**src/hw/mpsc_defs.svh**
```systemverilog
// constants of the program sequencer core: offsets, vectors, sizes
`ifndef MPSC_DEFS_SVH
`define MPSC_DEFS_SVH
`define MPSC_A_IND0     7'h00
`define MPSC_A_MP0      7'h01
`define MPSC_A_IND1     7'h02
`define MPSC_A_MP1      7'h03
`define MPSC_A_WREG     7'h05
`define MPSC_A_PCL      7'h06
`define MPSC_A_TAL      7'h07
`define MPSC_A_TRH      7'h08
`define MPSC_GP_LO      7'h28
`define MPSC_GP_N       88
`define MPSC_PC_RST     12'h000
`define MPSC_VEC_EXT    12'h004
`define MPSC_VEC_TMR    12'h008
`define MPSC_VEC_ADC    12'h00c
`define MPSC_MASK_L     12'hfff
`define MPSC_MASK_S     12'h7ff
`define MPSC_PAGE_LAST  4'hf
`define MPSC_STK_N      6
`define MPSC_STK_FULL   3'h6
`define MPSC_PH_RST     4'h1
`endif

```
**src/hw/mpsc_pkg.sv**
```systemverilog
// types shared by the program sequencer core and its neighbours
package mpsc_pkg;
    typedef enum logic [3:0] {
        mpsc_op_none,
        mpsc_op_jump,
        mpsc_op_call,
        mpsc_op_sub_return,
        mpsc_op_isr_return,
        mpsc_op_skip,
        mpsc_op_table_read_current_page,
        mpsc_op_table_read_last_page,
        mpsc_op_read,
        mpsc_op_write,
        mpsc_op_bit_set,
        mpsc_op_bit_clear
    } mpsc_op_e;

    // decoded form of the instruction in execute
    typedef struct packed {
        mpsc_op_e   op;
        logic [11:0] target;
        logic [6:0]  addr;
        logic [2:0]  bit_idx;
        logic [7:0]  wdata;
        logic        skip;
    } mpsc_cmd_s;

    // access to a peripheral register held outside
    typedef struct packed {
        logic       wr;
        logic [6:0] addr;
        logic [7:0] wdata;
    } mpsc_ext_s;
endpackage

```
**src/hw/mpsc_core.sv**
```systemverilog
// program sequencer core: phases, fetch/execute pipe, pc, stack, data map
//
// Contract
// - system clock splits into four phases; one instruction cycle is four clocks.
// - fetch overlaps execute; pc-changing instructions add a dummy cycle.
// - pc is 11 bits small variant, 12 bits (4096 words) large.
// - pc increments by one after every instruction fetch.
// - taken skip discards the fetched instruction; pc becomes old plus two.
// - reset clears pc so execution starts at address zero.
// - acknowledged interrupt loads vector 004, 008 or 00C if stack not full.
// - write to pc low byte at 06 replaces bits 7..0 only.
// - jump and call load pc from instruction; return loads stack top.
// - table address is table pointer low, upper from pc or all ones.
// - table read puts low byte in data memory, high bits at 08.
// - table high byte register is read only; only table reads update it.
// - every table read takes two instruction cycles.
// - six-entry hidden stack; calls and interrupts push, both returns pop.
// - reset leaves the stack empty.
// - with stack full an interrupt waits until a return pops an entry.
// - call on a full stack drops the oldest entry, keeps six newest.
// - unimplemented data locations below 28 read as zero.
// - general purpose memory spans 28 to 7F; all memory fully operable.
// - any data bit may be set or cleared by bit instructions; the code leaves 08 and pointer bit 7 unchanged.
// - access to 00 or 02 goes to location held in pointer 0 or 1.
// - pointer aimed at 00 or 02 reads zero and writes nothing.
// - both memory pointers are seven bits wide.
// - working register sits at 05; memory moves pass through it.
`timescale 1ns/1ps
`include "mpsc_defs.svh"

module mpsc_core
    import mpsc_pkg::*;
#(
    parameter bit LARGE_VARIANT = 1'b1
) (
    // clock and reset
    input  wire logic       clk_sys_i,
    input  wire logic       rst_b_i,
    // program memory
    output logic [11:0]     pmem_addr_o,
    input  wire logic [14:0] pmem_data_i,
    // instruction decoder
    output logic [14:0]     instr_o,
    output logic            exec_valid_o,
    input  wire mpsc_cmd_s  cmd_i,
    output logic [3:0]      phase_o,
    output logic [7:0]      data_rd_o,
    // peripheral registers
    output mpsc_ext_s       ext_o,
    input  wire logic [7:0] ext_rdata_i,
    // interrupt control
    input  wire logic [2:0] int_req_i,
    output logic [2:0]      int_ack_o,
    output logic            isr_return_o,
    output logic            stack_full_o
);

    localparam logic [11:0] PC_MASK = LARGE_VARIANT ? `MPSC_MASK_L : `MPSC_MASK_S;
    logic [3:0]  phase_reg;
    logic [11:0] pc_reg;
    logic [11:0] pc_next;
    logic [11:0] paddr_reg;
    logic [14:0] instr_reg;
    logic        valid_reg;
    logic        tbl_busy_reg;
    logic [6:0]  tbl_dst_reg;
    logic [6:0]  mp0_reg;
    logic [6:0]  mp1_reg;
    logic [7:0]  wreg_reg;
    logic [7:0]  tal_reg;
    logic [7:0]  trh_reg;
    logic [7:0]  rd_reg;
    logic [6:0]  eff_reg;
    logic [7:0]  gp_mem [0:`MPSC_GP_N-1];
    logic [11:0] stk_reg [0:`MPSC_STK_N-1];
    logic [2:0]  depth_reg;
    logic        full_reg;
    logic [2:0]  ack_reg;
    logic        iret_reg;
    mpsc_ext_s   ext_reg;
    logic        ph0;
    logic        ph1;
    logic        ph3;
    logic        exec;
    logic        is_jmp;
    logic        is_call;
    logic        is_ret;
    logic        is_iret;
    logic        is_trd;
    logic        is_trl;
    logic        is_wr;
    logic        skip_hit;
    logic        int_go;
    logic        push;
    logic        pop;
    logic        discard;
    logic        pcl_wr;
    logic        wr_en;
    logic [6:0]  eff_addr;
    logic [6:0]  wr_addr;
    logic [7:0]  wr_data;
    logic [7:0]  bit_mask;
    logic [7:0]  rd_mux;
    logic [11:0] pc_inc;
    logic [11:0] tbl_addr;
    logic [11:0] vec;
    logic [6:0]  gp_rd_idx;
    logic [6:0]  gp_wr_idx;
    logic        eff_gp;
    logic        wr_gp;
    logic        data_hi;
    // one-hot phase ring
    assign ph0 = phase_reg[0];
    assign ph1 = phase_reg[1];
    assign ph3 = phase_reg[3];
    // a table read freezes the pipe for one cycle
    assign exec     = valid_reg && !tbl_busy_reg;
    assign is_jmp   = exec && (cmd_i.op == mpsc_op_jump || cmd_i.op == mpsc_op_call);
    assign is_call  = exec && cmd_i.op == mpsc_op_call;
    assign is_iret  = exec && cmd_i.op == mpsc_op_isr_return;
    assign is_ret   = exec && (cmd_i.op == mpsc_op_sub_return || is_iret);
    assign is_trl   = exec && cmd_i.op == mpsc_op_table_read_last_page;
    assign is_trd   = is_trl || (exec && cmd_i.op == mpsc_op_table_read_current_page);
    assign is_wr    = exec && (cmd_i.op == mpsc_op_write || cmd_i.op == mpsc_op_bit_set
                               || cmd_i.op == mpsc_op_bit_clear);
    assign skip_hit = exec && cmd_i.op == mpsc_op_skip && cmd_i.skip;
    // indirect access through the two pointers
    assign eff_addr = (cmd_i.addr == `MPSC_A_IND0) ? mp0_reg :
                      (cmd_i.addr == `MPSC_A_IND1) ? mp1_reg : cmd_i.addr;
    function automatic logic is_self(input logic [6:0] a);
        return a == `MPSC_A_IND0 || a == `MPSC_A_IND1;
    endfunction
    // peripheral registers living in the neighbouring blocks
    function automatic logic is_ext(input logic [6:0] a);
        return a == 7'h0a || a == 7'h0b || a == 7'h0d || a == 7'h0e
            || (a >= 7'h12 && a <= 7'h1a) || (a >= 7'h20 && a <= 7'h23);
    endfunction
    assign eff_gp    = eff_reg >= `MPSC_GP_LO;
    assign gp_rd_idx = eff_reg - `MPSC_GP_LO;
    assign wr_addr   = tbl_busy_reg ? tbl_dst_reg : eff_reg;
    assign wr_gp     = wr_addr >= `MPSC_GP_LO;
    assign gp_wr_idx = wr_addr - `MPSC_GP_LO;

    always_comb begin
        if (eff_gp) begin
            rd_mux = gp_mem[gp_rd_idx];
        end else if (is_ext(eff_reg)) begin
            rd_mux = ext_rdata_i;
        end else begin
            unique case (eff_reg)
                `MPSC_A_MP0:  rd_mux = {1'b0, mp0_reg};
                `MPSC_A_MP1:  rd_mux = {1'b0, mp1_reg};
                `MPSC_A_WREG: rd_mux = wreg_reg;
                `MPSC_A_PCL:  rd_mux = pc_reg[7:0];
                `MPSC_A_TAL:  rd_mux = tal_reg;
                `MPSC_A_TRH:  rd_mux = trh_reg;
                // holes and the indirect slots themselves read zero
                default:      rd_mux = 8'h00;
            endcase
        end
    end
    assign bit_mask = 8'h01 << cmd_i.bit_idx;
    assign wr_data  = tbl_busy_reg ? pmem_data_i[7:0] :
                      (cmd_i.op == mpsc_op_bit_set)   ? (rd_reg | bit_mask) :
                      (cmd_i.op == mpsc_op_bit_clear) ? (rd_reg & ~bit_mask) :
                      cmd_i.wdata;
    assign wr_en    = ph3 && (tbl_busy_reg || is_wr) && !is_self(wr_addr);
    assign pcl_wr   = wr_en && wr_addr == `MPSC_A_PCL;
    assign data_hi  = LARGE_VARIANT ? pmem_data_i[14] : 1'b0;
    // interrupt priority: external, timer, converter
    assign vec = int_req_i[0] ? `MPSC_VEC_EXT :
                 int_req_i[1] ? `MPSC_VEC_TMR : `MPSC_VEC_ADC;
    // held off while the stack is full or another transfer is under way
    assign int_go = ph3 && |int_req_i && !full_reg && !tbl_busy_reg
                    && !(is_jmp || is_ret || skip_hit || pcl_wr || is_trd);
    assign push    = ph3 && (is_call || int_go);
    assign pop     = ph3 && is_ret;
    assign discard = ph3 && (is_jmp || is_ret || skip_hit || pcl_wr || int_go);
    assign pc_inc   = (pc_reg + 12'h001) & PC_MASK;
    assign tbl_addr = {is_trl ? `MPSC_PAGE_LAST : pc_reg[11:8], tal_reg} & PC_MASK;
    always_comb begin
        if (pcl_wr) begin
            pc_next = {pc_reg[11:8], wr_data} & PC_MASK;
        end else if (tbl_busy_reg) begin
            pc_next = pc_reg;
        end else if (is_jmp) begin
            pc_next = cmd_i.target & PC_MASK;
        end else if (is_ret) begin
            pc_next = stk_reg[0];
        end else if (int_go) begin
            pc_next = vec;
        end else begin
            // a taken skip also lands here: the fetched word is dropped
            pc_next = pc_inc;
        end
    end

    always_ff @(posedge clk_sys_i or negedge rst_b_i) begin
        if (!rst_b_i) begin
            phase_reg <= `MPSC_PH_RST;
        end else begin
            phase_reg <= {phase_reg[2:0], phase_reg[3]};
        end
    end

    // fetch at the last phase, next address out at the same edge
    always_ff @(posedge clk_sys_i or negedge rst_b_i) begin
        if (!rst_b_i) begin
            pc_reg       <= `MPSC_PC_RST;
            paddr_reg    <= `MPSC_PC_RST;
            instr_reg    <= 15'h0000;
            valid_reg    <= 1'b0;
            tbl_busy_reg <= 1'b0;
            tbl_dst_reg  <= 7'h00;
        end else if (ph3) begin
            pc_reg       <= pc_next;
            paddr_reg    <= is_trd ? tbl_addr : pc_next;
            tbl_busy_reg <= is_trd;
            if (is_trd) begin
                tbl_dst_reg <= eff_reg;
            end
            if (!tbl_busy_reg) begin
                instr_reg <= pmem_data_i;
                valid_reg <= !discard;
            end else if (discard) begin
                valid_reg <= 1'b0;
            end
        end
    end

    // operand address at phase 0, operand read at phase 1
    always_ff @(posedge clk_sys_i or negedge rst_b_i) begin
        if (!rst_b_i) begin
            eff_reg <= 7'h00;
            rd_reg  <= 8'h00;
        end else begin
            if (ph0 && exec) begin
                eff_reg <= eff_addr;
            end
            if (ph1) begin
                rd_reg <= rd_mux;
            end
        end
    end

    // writes land at phase 3
    always_ff @(posedge clk_sys_i or negedge rst_b_i) begin
        if (!rst_b_i) begin
            mp0_reg  <= 7'h00;
            mp1_reg  <= 7'h00;
            wreg_reg <= 8'h00;
            tal_reg  <= 8'h00;
        end else if (wr_en) begin
            if (wr_addr == `MPSC_A_MP0) begin
                mp0_reg <= wr_data[6:0];
            end
            if (wr_addr == `MPSC_A_MP1) begin
                mp1_reg <= wr_data[6:0];
            end
            if (wr_addr == `MPSC_A_WREG) begin
                wreg_reg <= wr_data;
            end
            if (wr_addr == `MPSC_A_TAL) begin
                tal_reg <= wr_data;
            end
        end
    end

    // storage array left without reset on purpose
    always_ff @(posedge clk_sys_i) begin
        if (wr_en && wr_gp) begin
            gp_mem[gp_wr_idx] <= wr_data;
        end
    end

    // software writes never reach this byte
    always_ff @(posedge clk_sys_i or negedge rst_b_i) begin
        if (!rst_b_i) begin
            trh_reg <= 8'h00;
        end else if (ph3 && tbl_busy_reg) begin
            trh_reg <= {1'b0, data_hi, pmem_data_i[13:8]};
        end
    end

    // shifting stack: a push on a full stack drops the oldest entry
    for (genvar i = 0; i < `MPSC_STK_N; i++) begin : g_stk
        logic [11:0] push_src;
        logic [11:0] pop_src;
        if (i == 0) begin : g_first
            assign push_src = pc_reg;
        end else begin : g_rest
            assign push_src = stk_reg[i-1];
        end
        if (i == `MPSC_STK_N - 1) begin : g_last
            assign pop_src = 12'h000;
        end else begin : g_mid
            assign pop_src = stk_reg[i+1];
        end
        always_ff @(posedge clk_sys_i or negedge rst_b_i) begin
            if (!rst_b_i) begin
                stk_reg[i] <= 12'h000;
            end else if (push) begin
                stk_reg[i] <= push_src;
            end else if (pop) begin
                stk_reg[i] <= pop_src;
            end
        end
    end

    always_ff @(posedge clk_sys_i or negedge rst_b_i) begin
        if (!rst_b_i) begin
            depth_reg <= 3'h0;
            full_reg  <= 1'b0;
        end else if (push && !full_reg) begin
            depth_reg <= depth_reg + 3'h1;
            full_reg  <= depth_reg == `MPSC_STK_FULL - 3'h1;
        end else if (pop && depth_reg != 3'h0) begin
            depth_reg <= depth_reg - 3'h1;
            full_reg  <= 1'b0;
        end
    end

    always_ff @(posedge clk_sys_i or negedge rst_b_i) begin
        if (!rst_b_i) begin
            ack_reg  <= 3'h0;
            iret_reg <= 1'b0;
            ext_reg  <= '0;
        end else begin
            ack_reg  <= int_go ? (int_req_i & ~(int_req_i - 3'h1)) : 3'h0;
            iret_reg <= ph3 && is_iret;
            ext_reg.wr <= wr_en && is_ext(wr_addr);
            if (ph0 && exec) begin
                ext_reg.addr <= eff_addr;
            end
            if (ph3) begin
                ext_reg.addr  <= wr_addr;
                ext_reg.wdata <= wr_data;
            end
        end
    end

    assign pmem_addr_o  = paddr_reg;
    assign instr_o      = instr_reg;
    assign exec_valid_o = valid_reg;
    assign phase_o      = phase_reg;
    assign data_rd_o    = rd_reg;
    assign ext_o        = ext_reg;
    assign int_ack_o    = ack_reg;
    assign isr_return_o = iret_reg;
    assign stack_full_o = full_reg;
endmodule

```
**config.mk**
```make
export PLATFORM = sky130hd
export DESIGN_NAME = mpsc_core
export DESIGN_NICKNAME = d
export VERILOG_FILES = /design/src/hw/mpsc_pkg.sv /design/src/hw/mpsc_core.sv
export VERILOG_INCLUDE_DIRS = /design/src /design/src/hw
export SDC_FILE = /design/constraint.sdc
export NUM_CORES = 1
export LEC_CHECK = 0
export ABC_CLOCK_PERIOD_IN_PS = 5100
export BUFFER_PORTS_ARGS = -buffer_cell sky130_fd_sc_hd__buf_2
export CAP_MARGIN = 10
export CORE_MARGIN = 5
export CORE_UTILIZATION = 25
export CTS_BUF_LIST = sky130_fd_sc_hd__clkbuf_4
export DETAILED_ROUTE_END_ITERATION = 6
export PLACE_DENSITY = 0.46
export SYNTH_ARGS = -nofsm -noshare
export SYNTH_HDL_FRONTEND = slang
export SYNTH_SLANG_ARGS = --single-unit
```
**constraint.sdc**
```tcl
create_clock -name clk_sys_i -period 5.1 [get_ports clk_sys_i]
set_input_delay 0.765 -clock clk_sys_i [delete_from_list [all_inputs] [get_ports clk_sys_i]]
set_output_delay 0.765 -clock clk_sys_i [all_outputs]
set_load 0.005 [all_outputs]
```
==> reports/results.ini, run 1 <==
[outcome]
outcome=completed

[synthesis]
ys_ff_latch=904
yosysTopAreaCellShare=0.562
async_reset_ff_frac=0.221
synthMostInstantiatedCell=edfxtp_1
synth-adder-area-share=0.00253
synthMuxAreaShare=0.140
synth_area_sq_um=37600
synth-compound-area-share=0.0752
synth_area_per_cell_sq_um=15.8
synth_top_area_cell=edfxtp_1
yosysWarningCount=0
ys.flop_type=edfxtp_1
synth-edff-count=704
seq_area_frac_synth=0.695
synth-xor-area-share=0.00256
synth_fp_nets=2450
ys_top_cells_by_count=edfxtp_1 (704), nand2_1 (239), dfrtp_1 (199), nor2_1 (193), mux4_2 (155)
synth-simple-area-share=0.0631
synth_top_family_by_area=multiplexers
synth.area.top_cells=edfxtp_1 (56%), dfrtp_1 (13%), mux4_2 (9.3%)
synth.distinct_cells=85
syn_inst=2380

[detailed_routing]
wl_met3_um=6700
drtIter0Drc=2056
drc=0
wl_met2_um=55400
drtAntennaViolNets=0
via_per_inst=4.70
wl_um=117000
routed.top_layer=met4
drt_pass1_iterations=6
vias=23100
drt-met1-wl_um=52300
routedWlPerCell_um=23.9

[floorplanning]
core-area_sq_um=150000
die_area_sq_um=158000
start_util=0.251
die_w_um=398
die_height_um=398
io_pins=124
rows=142

[power_and_ir_drop]
p_switching_uw=3710
p_comb_frac=0.057
clock_power_share=0.417
netSwitchingFraction=0.244
power.leakage_uw=0.0157
fin_total_pwr_uw=15200
intPower_uw=11500
irDropWorstVdd_mv=0.208
seqPwrFrac=0.525
cellPowerDensity_nw_per_um2=343

[layout]
area_growth_pct=18.0
largest_reg_flops=704
utilization=0.296
layout.cells.non_filler=4919
fill_cells=15000
largest_register=gp_mem
drive_above_1_share=0.295
final_nets=2779

[clocking]
tritoncts=built
clock_sinks=904
ctsRootBufferMaster=clkbuf_4
cts_max_level=4
clock_latency_ps=1180
clk_pin_slew_ps=70
cts_buffers=235
clockBufferDepth=3

[critical_path]
critPathLaunchType=register
cp.required_ps=5820
cp_max_fo=15
crit_arrival_ps=4670
worst_path_max_delay_cell=nor2_1
cp_top_family=simple AND/OR/NAND/NOR gates
worstPathBufferInverterCount=0
critical_path_class=register to register
crit_chain=nor4_2 -> o21ai_1 -> o221ai_1 -> a21o_1 -> nor3_1 -> nand2_1 -> nor2_1
end_kind=register
slowest_delay_ps=750

[sta]
rsz0062_at_grt=false
tns_ps=0
max_freq_ghz=0.253
finalCritPeriodShare=0.775
maxSlewViolCount=0
finalHoldViolations=0
relSlewSlack=0.261
fin_skew_ps=93.9
worst_pin_slew_ps=1110
setup_violations=0
layout_setup_ws_ps=1150
period_minus_slack_ps=3950

[placed_design]
hpwl_um=75400
dp_slack_ps=1210
portBuffers=123
gp_congestion=0.836
numPlacedInstances=4454

[global_routing]
grt_max_degree=100
antenna_found_initial=6
globalRouteTotalUtil=0.146
gr-total-overflow=0
grt_pass1_wl_um=169000
first_global_vias=23400

[run]
maxCapViolations=0

[hold_path]
hold_path.class=primary input to register

==> routing by layer <==
layer	up-vias	GRT usage
met5	-	0
met4	0	0.0452
met3	179	0.0325
met2	805	0.233
met1	12000	0.199
li1	10200	-
==> worst reg2reg max path: cells and delay by family, from the launching register on <==
kind | cells | cell delay [ps]
compound gates | 3 | 1180
flops | 1 | 710
simple gates | 4 | 1630
==> final cells by class <==
type	instances	area [sq um]	share of cell area
multi-input combinational	1294	10800	0.243
tap	2016	2520	0.0568
clock inverter	82	482	0.0109
timing repair buffer	241	1750	0.0393
clock buffer	342	2570	0.0578
inverter	33	124	0.00279
antenna	7	17.5	0.000395
sequential	904	26200	0.589
==> final timing paths <==
check / start / end / slack [ps] / cells past startpoint
worst min register to register: phase_o[2]$_DFF_PN0_ / phase_o[3]$_DFF_PN0_ / 380 / 0
min in group asynchronous: rst_b_i / g_stk[0].push_src[11]$_DFFE_PN0P_ / 220 / 2
worst max register to register: eff_reg[5]$_DFFE_PN0P_ / gp_mem[52][4]$_DFFE_PP_ / 1150 / 7
worst min-delay path: cmd_i[18] / eff_reg[6]$_DFFE_PN0P_ / 180 / 3
worst max-delay path: eff_reg[5]$_DFFE_PN0P_ / gp_mem[52][4]$_DFFE_PP_ / 1150 / 7
max in group asynchronous: rst_b_i / trh_reg[3]$_DFFE_PN0P_ / 3760 / 3
==> placed cells by master, fill, tap and decap left out, types with 13 or more instances in the layout <==
master | synthesis | routed
buf_2 | 33 | 122
dlygate4sd3_1 | 0 | 34
buf_4 | 16 | 72
inv_1 | 31 | 31
o22ai_1 | 15 | 15
o21ai_0 | 66 | 66
a21oi_1 | 81 | 80
mux2_2 | 72 | 72
a221oi_1 | 14 | 14
clkinv_2 | 0 | 16
or3_1 | 16 | 16
nand3_1 | 21 | 21
nor2_1 | 193 | 193
edfxtp_1 | 704 | 704
clkinv_1 | 2 | 50
nand2_1 | 239 | 239
a31oi_1 | 14 | 14
mux4_2 | 155 | 155
o221ai_1 | 25 | 25
mux2i_1 | 93 | 93
a211oi_1 | 13 | 13
dfrtp_1 | 199 | 193
a22oi_1 | 82 | 82
clkbuf_4 | 0 | 342
==> through the flow <==
step | hold WS [ps] | instance area [sq um]
global placement | 376 | 41000
floorplan | 376 | 37600
global route | 78.0 | 44400
detailed placement | 361 | 41000
CTS | 1.53 | 44400
finish | 178 | 44400
==> logic make-up (layout without fill, tap and decap cells) <==
kind of cell / count (synthesis) / count (layout)
AO/OA/AOI/OAI: 407 / 407
XOR/XNOR: 11 / 11
adder cells (fa/ha/maj): 7 / 7
buffers and inverters: 182 / 698
flip-flops: 904 / 904
multiplexers: 322 / 322
other: 0 / 7
AND/OR/NAND/NOR: 547 / 547
==> power groups by stage <==
stage	Combinational (uW)	Clock, uW	Sequential, uW
3_3_place_gp	867	0	8160
6_report	875	6360	8000
4_1_cts	887	6580	8000
3_5_place_dp	867	0	8160
2_1_floorplan	463	0	8140
5_1_grt	927	6990	8000
==> what timing repair did <==
item / 4_1_cts / 5_1_grt
gates resized for setup: 0 / 0
setup buffers: 0 / 0
hold buffers: 34 / 0
endpoints found under the hold margin: 132 / 0
Power figures use the tool's default switching activity.
==> run 2, diff against run 1 <==
ABC_AREA = 1   (was default)
ABC_CLOCK_PERIOD_IN_PS = 4100   (was 5100)
clock period = 4.1 ns   (was 5.1 ns; I/O delays follow)
==> reports/results.ini, run 2 <==
[outcome]
outcome=completed

[floorplanning]
rows=144
die_height_um=403
core-area_sq_um=154000
start_util=0.251
die_w_um=403
die_area_sq_um=162000
io_pins=124

[sta]
period_minus_slack_ps=3780
tns_ps=0
finalHoldViolations=0
worst_pin_slew_ps=999
finalCritPeriodShare=0.922
relSlewSlack=0.332
maxSlewViolCount=0
rsz0062_at_grt=false
layout_setup_ws_ps=318
setup_violations=0
max_freq_ghz=0.264
fin_skew_ps=98.6

[global_routing]
met3_usage=0.0251
grt_pass1_wl_um=181000
busiest_layer=met2
met1_usage=0.199
grt_max_degree=134
gr-total-overflow=0
grtUsageMet2=0.237
globalRouteTotalUtil=0.146
first_global_vias=27800
antenna_found_initial=2

[layout]
final_common_cell=nand2_1
largest_register=gp_mem
fill_cells=16200
largest_reg_flops=704
final_cell_mix=nand2_1 (1,420), edfxtp_1 (704), clkbuf_4 (363), nor2_1 (285), nand3_1 (218)
drive_above_1_share=0.162
final_nets=4161
area_growth_pct=18.9

[critical_path]
crit_start=eff_reg[3]$_DFFE_PN0P_
crit_chain=inv_1 -> nand2_1 -> nand2_2 -> nand2_2 -> inv_2 -> nor2_2 -> inv_1 -> a21oi_2 -> nand3_1 -> nor2_1
r2r_start=eff_reg[3]$_DFFE_PN0P_
end_kind=register
critical_path_class=register to register
ff2ff_setup_slack_ps=320
critPathLaunchType=register
worstReg2RegEnd=gp_mem[23][0]$_DFFE_PP_
reg2reg_depth=10
cp_max_fo=11
worst_path_max_delay_cell=a21oi_2
crit_arrival_ps=4520
slowest_delay_ps=780
cp.required_ps=4840

[detailed_routing]
drtAntennaViolNets=0
vias=28400
drt_pass1_iterations=5
routedWlPerCell_um=19.2
wl_um=121000
drc=0
via_per_inst=4.49
drtIter0Drc=2209

[synthesis]
syn_inst=3726
ys.flop_type=edfxtp_1
synth_area_per_cell_sq_um=10.4
async_reset_ff_frac=0.221
ys_ff_latch=904
synth_top_area_cell=edfxtp_1
synth_fp_nets=3796
synth_area_sq_um=38600
synth.distinct_cells=49
yosysWarningCount=0
seq_area_frac_synth=0.677
yosysTopAreaCellShare=0.548
ys_top_cells_by_count=nand2_1 (1,427), edfxtp_1 (704), nor2_1 (289), nand3_1 (218), dfrtp_1 (199)
synth-edff-count=704
synthMostInstantiatedCell=nand2_1
synth.area.top_cells=edfxtp_1 (55%), nand2_1 (14%), dfrtp_1 (13%)

[clocking]
clk_pin_slew_ps=70
tritoncts=built
cts_resized=0
cts_max_level=4
clock_sinks=904
clockBufferDepth=3
cts_buffers=235
ctsRootBufferMaster=clkbuf_4
clock_latency_ps=1190
post_cts_buffers=0

[placed_design]
hpwl_um=74200
portBuffers=123
gp_congestion=0.836
dp_slack_ps=327

[hold_path]
hp-start=cmd_i[14]
min_path_cells=5
holdPathEnd=eff_reg[2]$_DFFE_PN0P_
hold_path.class=primary input to register

[power_and_ir_drop]
cellPowerDensity_nw_per_um2=397
power.leakage_uw=0.0182
irDropWorstVdd_mv=0.238

[run]
maxCapViolations=0

-- run 2: metrics by stage --
| step | utilization | instance area [sq um] | hold WS (ps) | instances | power, uW |
|---|---|---|---|---|---|
| finish | 0.298 | 45900 | 145 | 6323 | 18200 |
| global route | 0.298 | 45900 | 57.5 | 6321 | 19000 |
| CTS | 0.298 | 45900 | 4.21 | 6315 | 18500 |
| detailed placement | 0.275 | 42200 | 389 | 5840 | 10400 |
| global placement | 0.275 | 42200 | 389 | 5840 | 10400 |
| floorplan | - | 38600 | 319 | 3726 | 10200 |
-- run 2: kinds of logic (layout without fill, tap and decap cells) --
group           count (synthesis)  count (layout)  share of synthesized area
simple gates                 2027            2027                      0.212
flops                         904             904                      0.677
compound gates                392             392                     0.0643
buf+inv                       387             932                     0.0417
xor+xnor                        9               9                    0.00204
fa+ha+maj                       7               7                    0.00246
other cells                     0               8                          0
-- run 2: layout make-up --
| type | count | area (sq um) | area share |
|---|---|---|---|
| clock buffers | 363 | 2730 | 0.0594 |
| flip-flops and latches | 904 | 26200 | 0.570 |
| clock inverters | 54 | 335 | 0.00731 |
| multi-input cells | 2435 | 10900 | 0.238 |
| repair buffers | 314 | 2400 | 0.0524 |
| inverters | 201 | 761 | 0.0166 |
| diodes | 8 | 20.0 | 0.000436 |
| well taps | 2044 | 2560 | 0.0557 |
-- run 2: layer usage --
layer,part of all wire,vias to the layer above
li1,-,13500
met1,0.46,13900
met2,0.48,753
met3,0.046,173
met4,0.020,0
met5,0,-
-- run 2: worst max-delay path: cells and delay by family (launching register included) --
family / cells / cell delay, ps
DFF: 1 / 490
AOI/OAI and AO/OA: 1 / 780
and+or+nand+nor: 6 / 1710
buffers and inverters: 3 / 350
-- run 2: what timing repair did --
| action | 4_1_cts | 5_1_grt |
|---|---|---|
| setup endpoints to repair | 0 | 0 |
| hold buffers | 58 | 0 |
| endpoints found under the hold margin | 272 | 0 |
-- run 2: power by group --
| group | leakage (uW) | internal (uW) | total, uW | switching (uW) |
|---|---|---|---|---|
| Sequential | 0.00855 | 9890 | 9890 | 0 |
| Combinational | 0.00777 | 83.7 | 326 | 242 |
| Clock | 0.00183 | 4200 | 8030 | 3820 |
-- run 2: how the worst max path moves through the flow --
stage                                   end  slack (ps)  depth (start not counted)
floorplan            gp_mem[0][7]$_DFFE_PP_         300                          4
global placement     gp_mem[6][6]$_DFFE_PP_         260                          9
detailed placement   gp_mem[6][6]$_DFFE_PP_         330                          9
CTS                  gp_mem[6][4]$_DFFE_PP_         310                          9
global route        gp_mem[23][2]$_DFFE_PP_         140                         10
finish              gp_mem[23][0]$_DFFE_PP_         320                         10
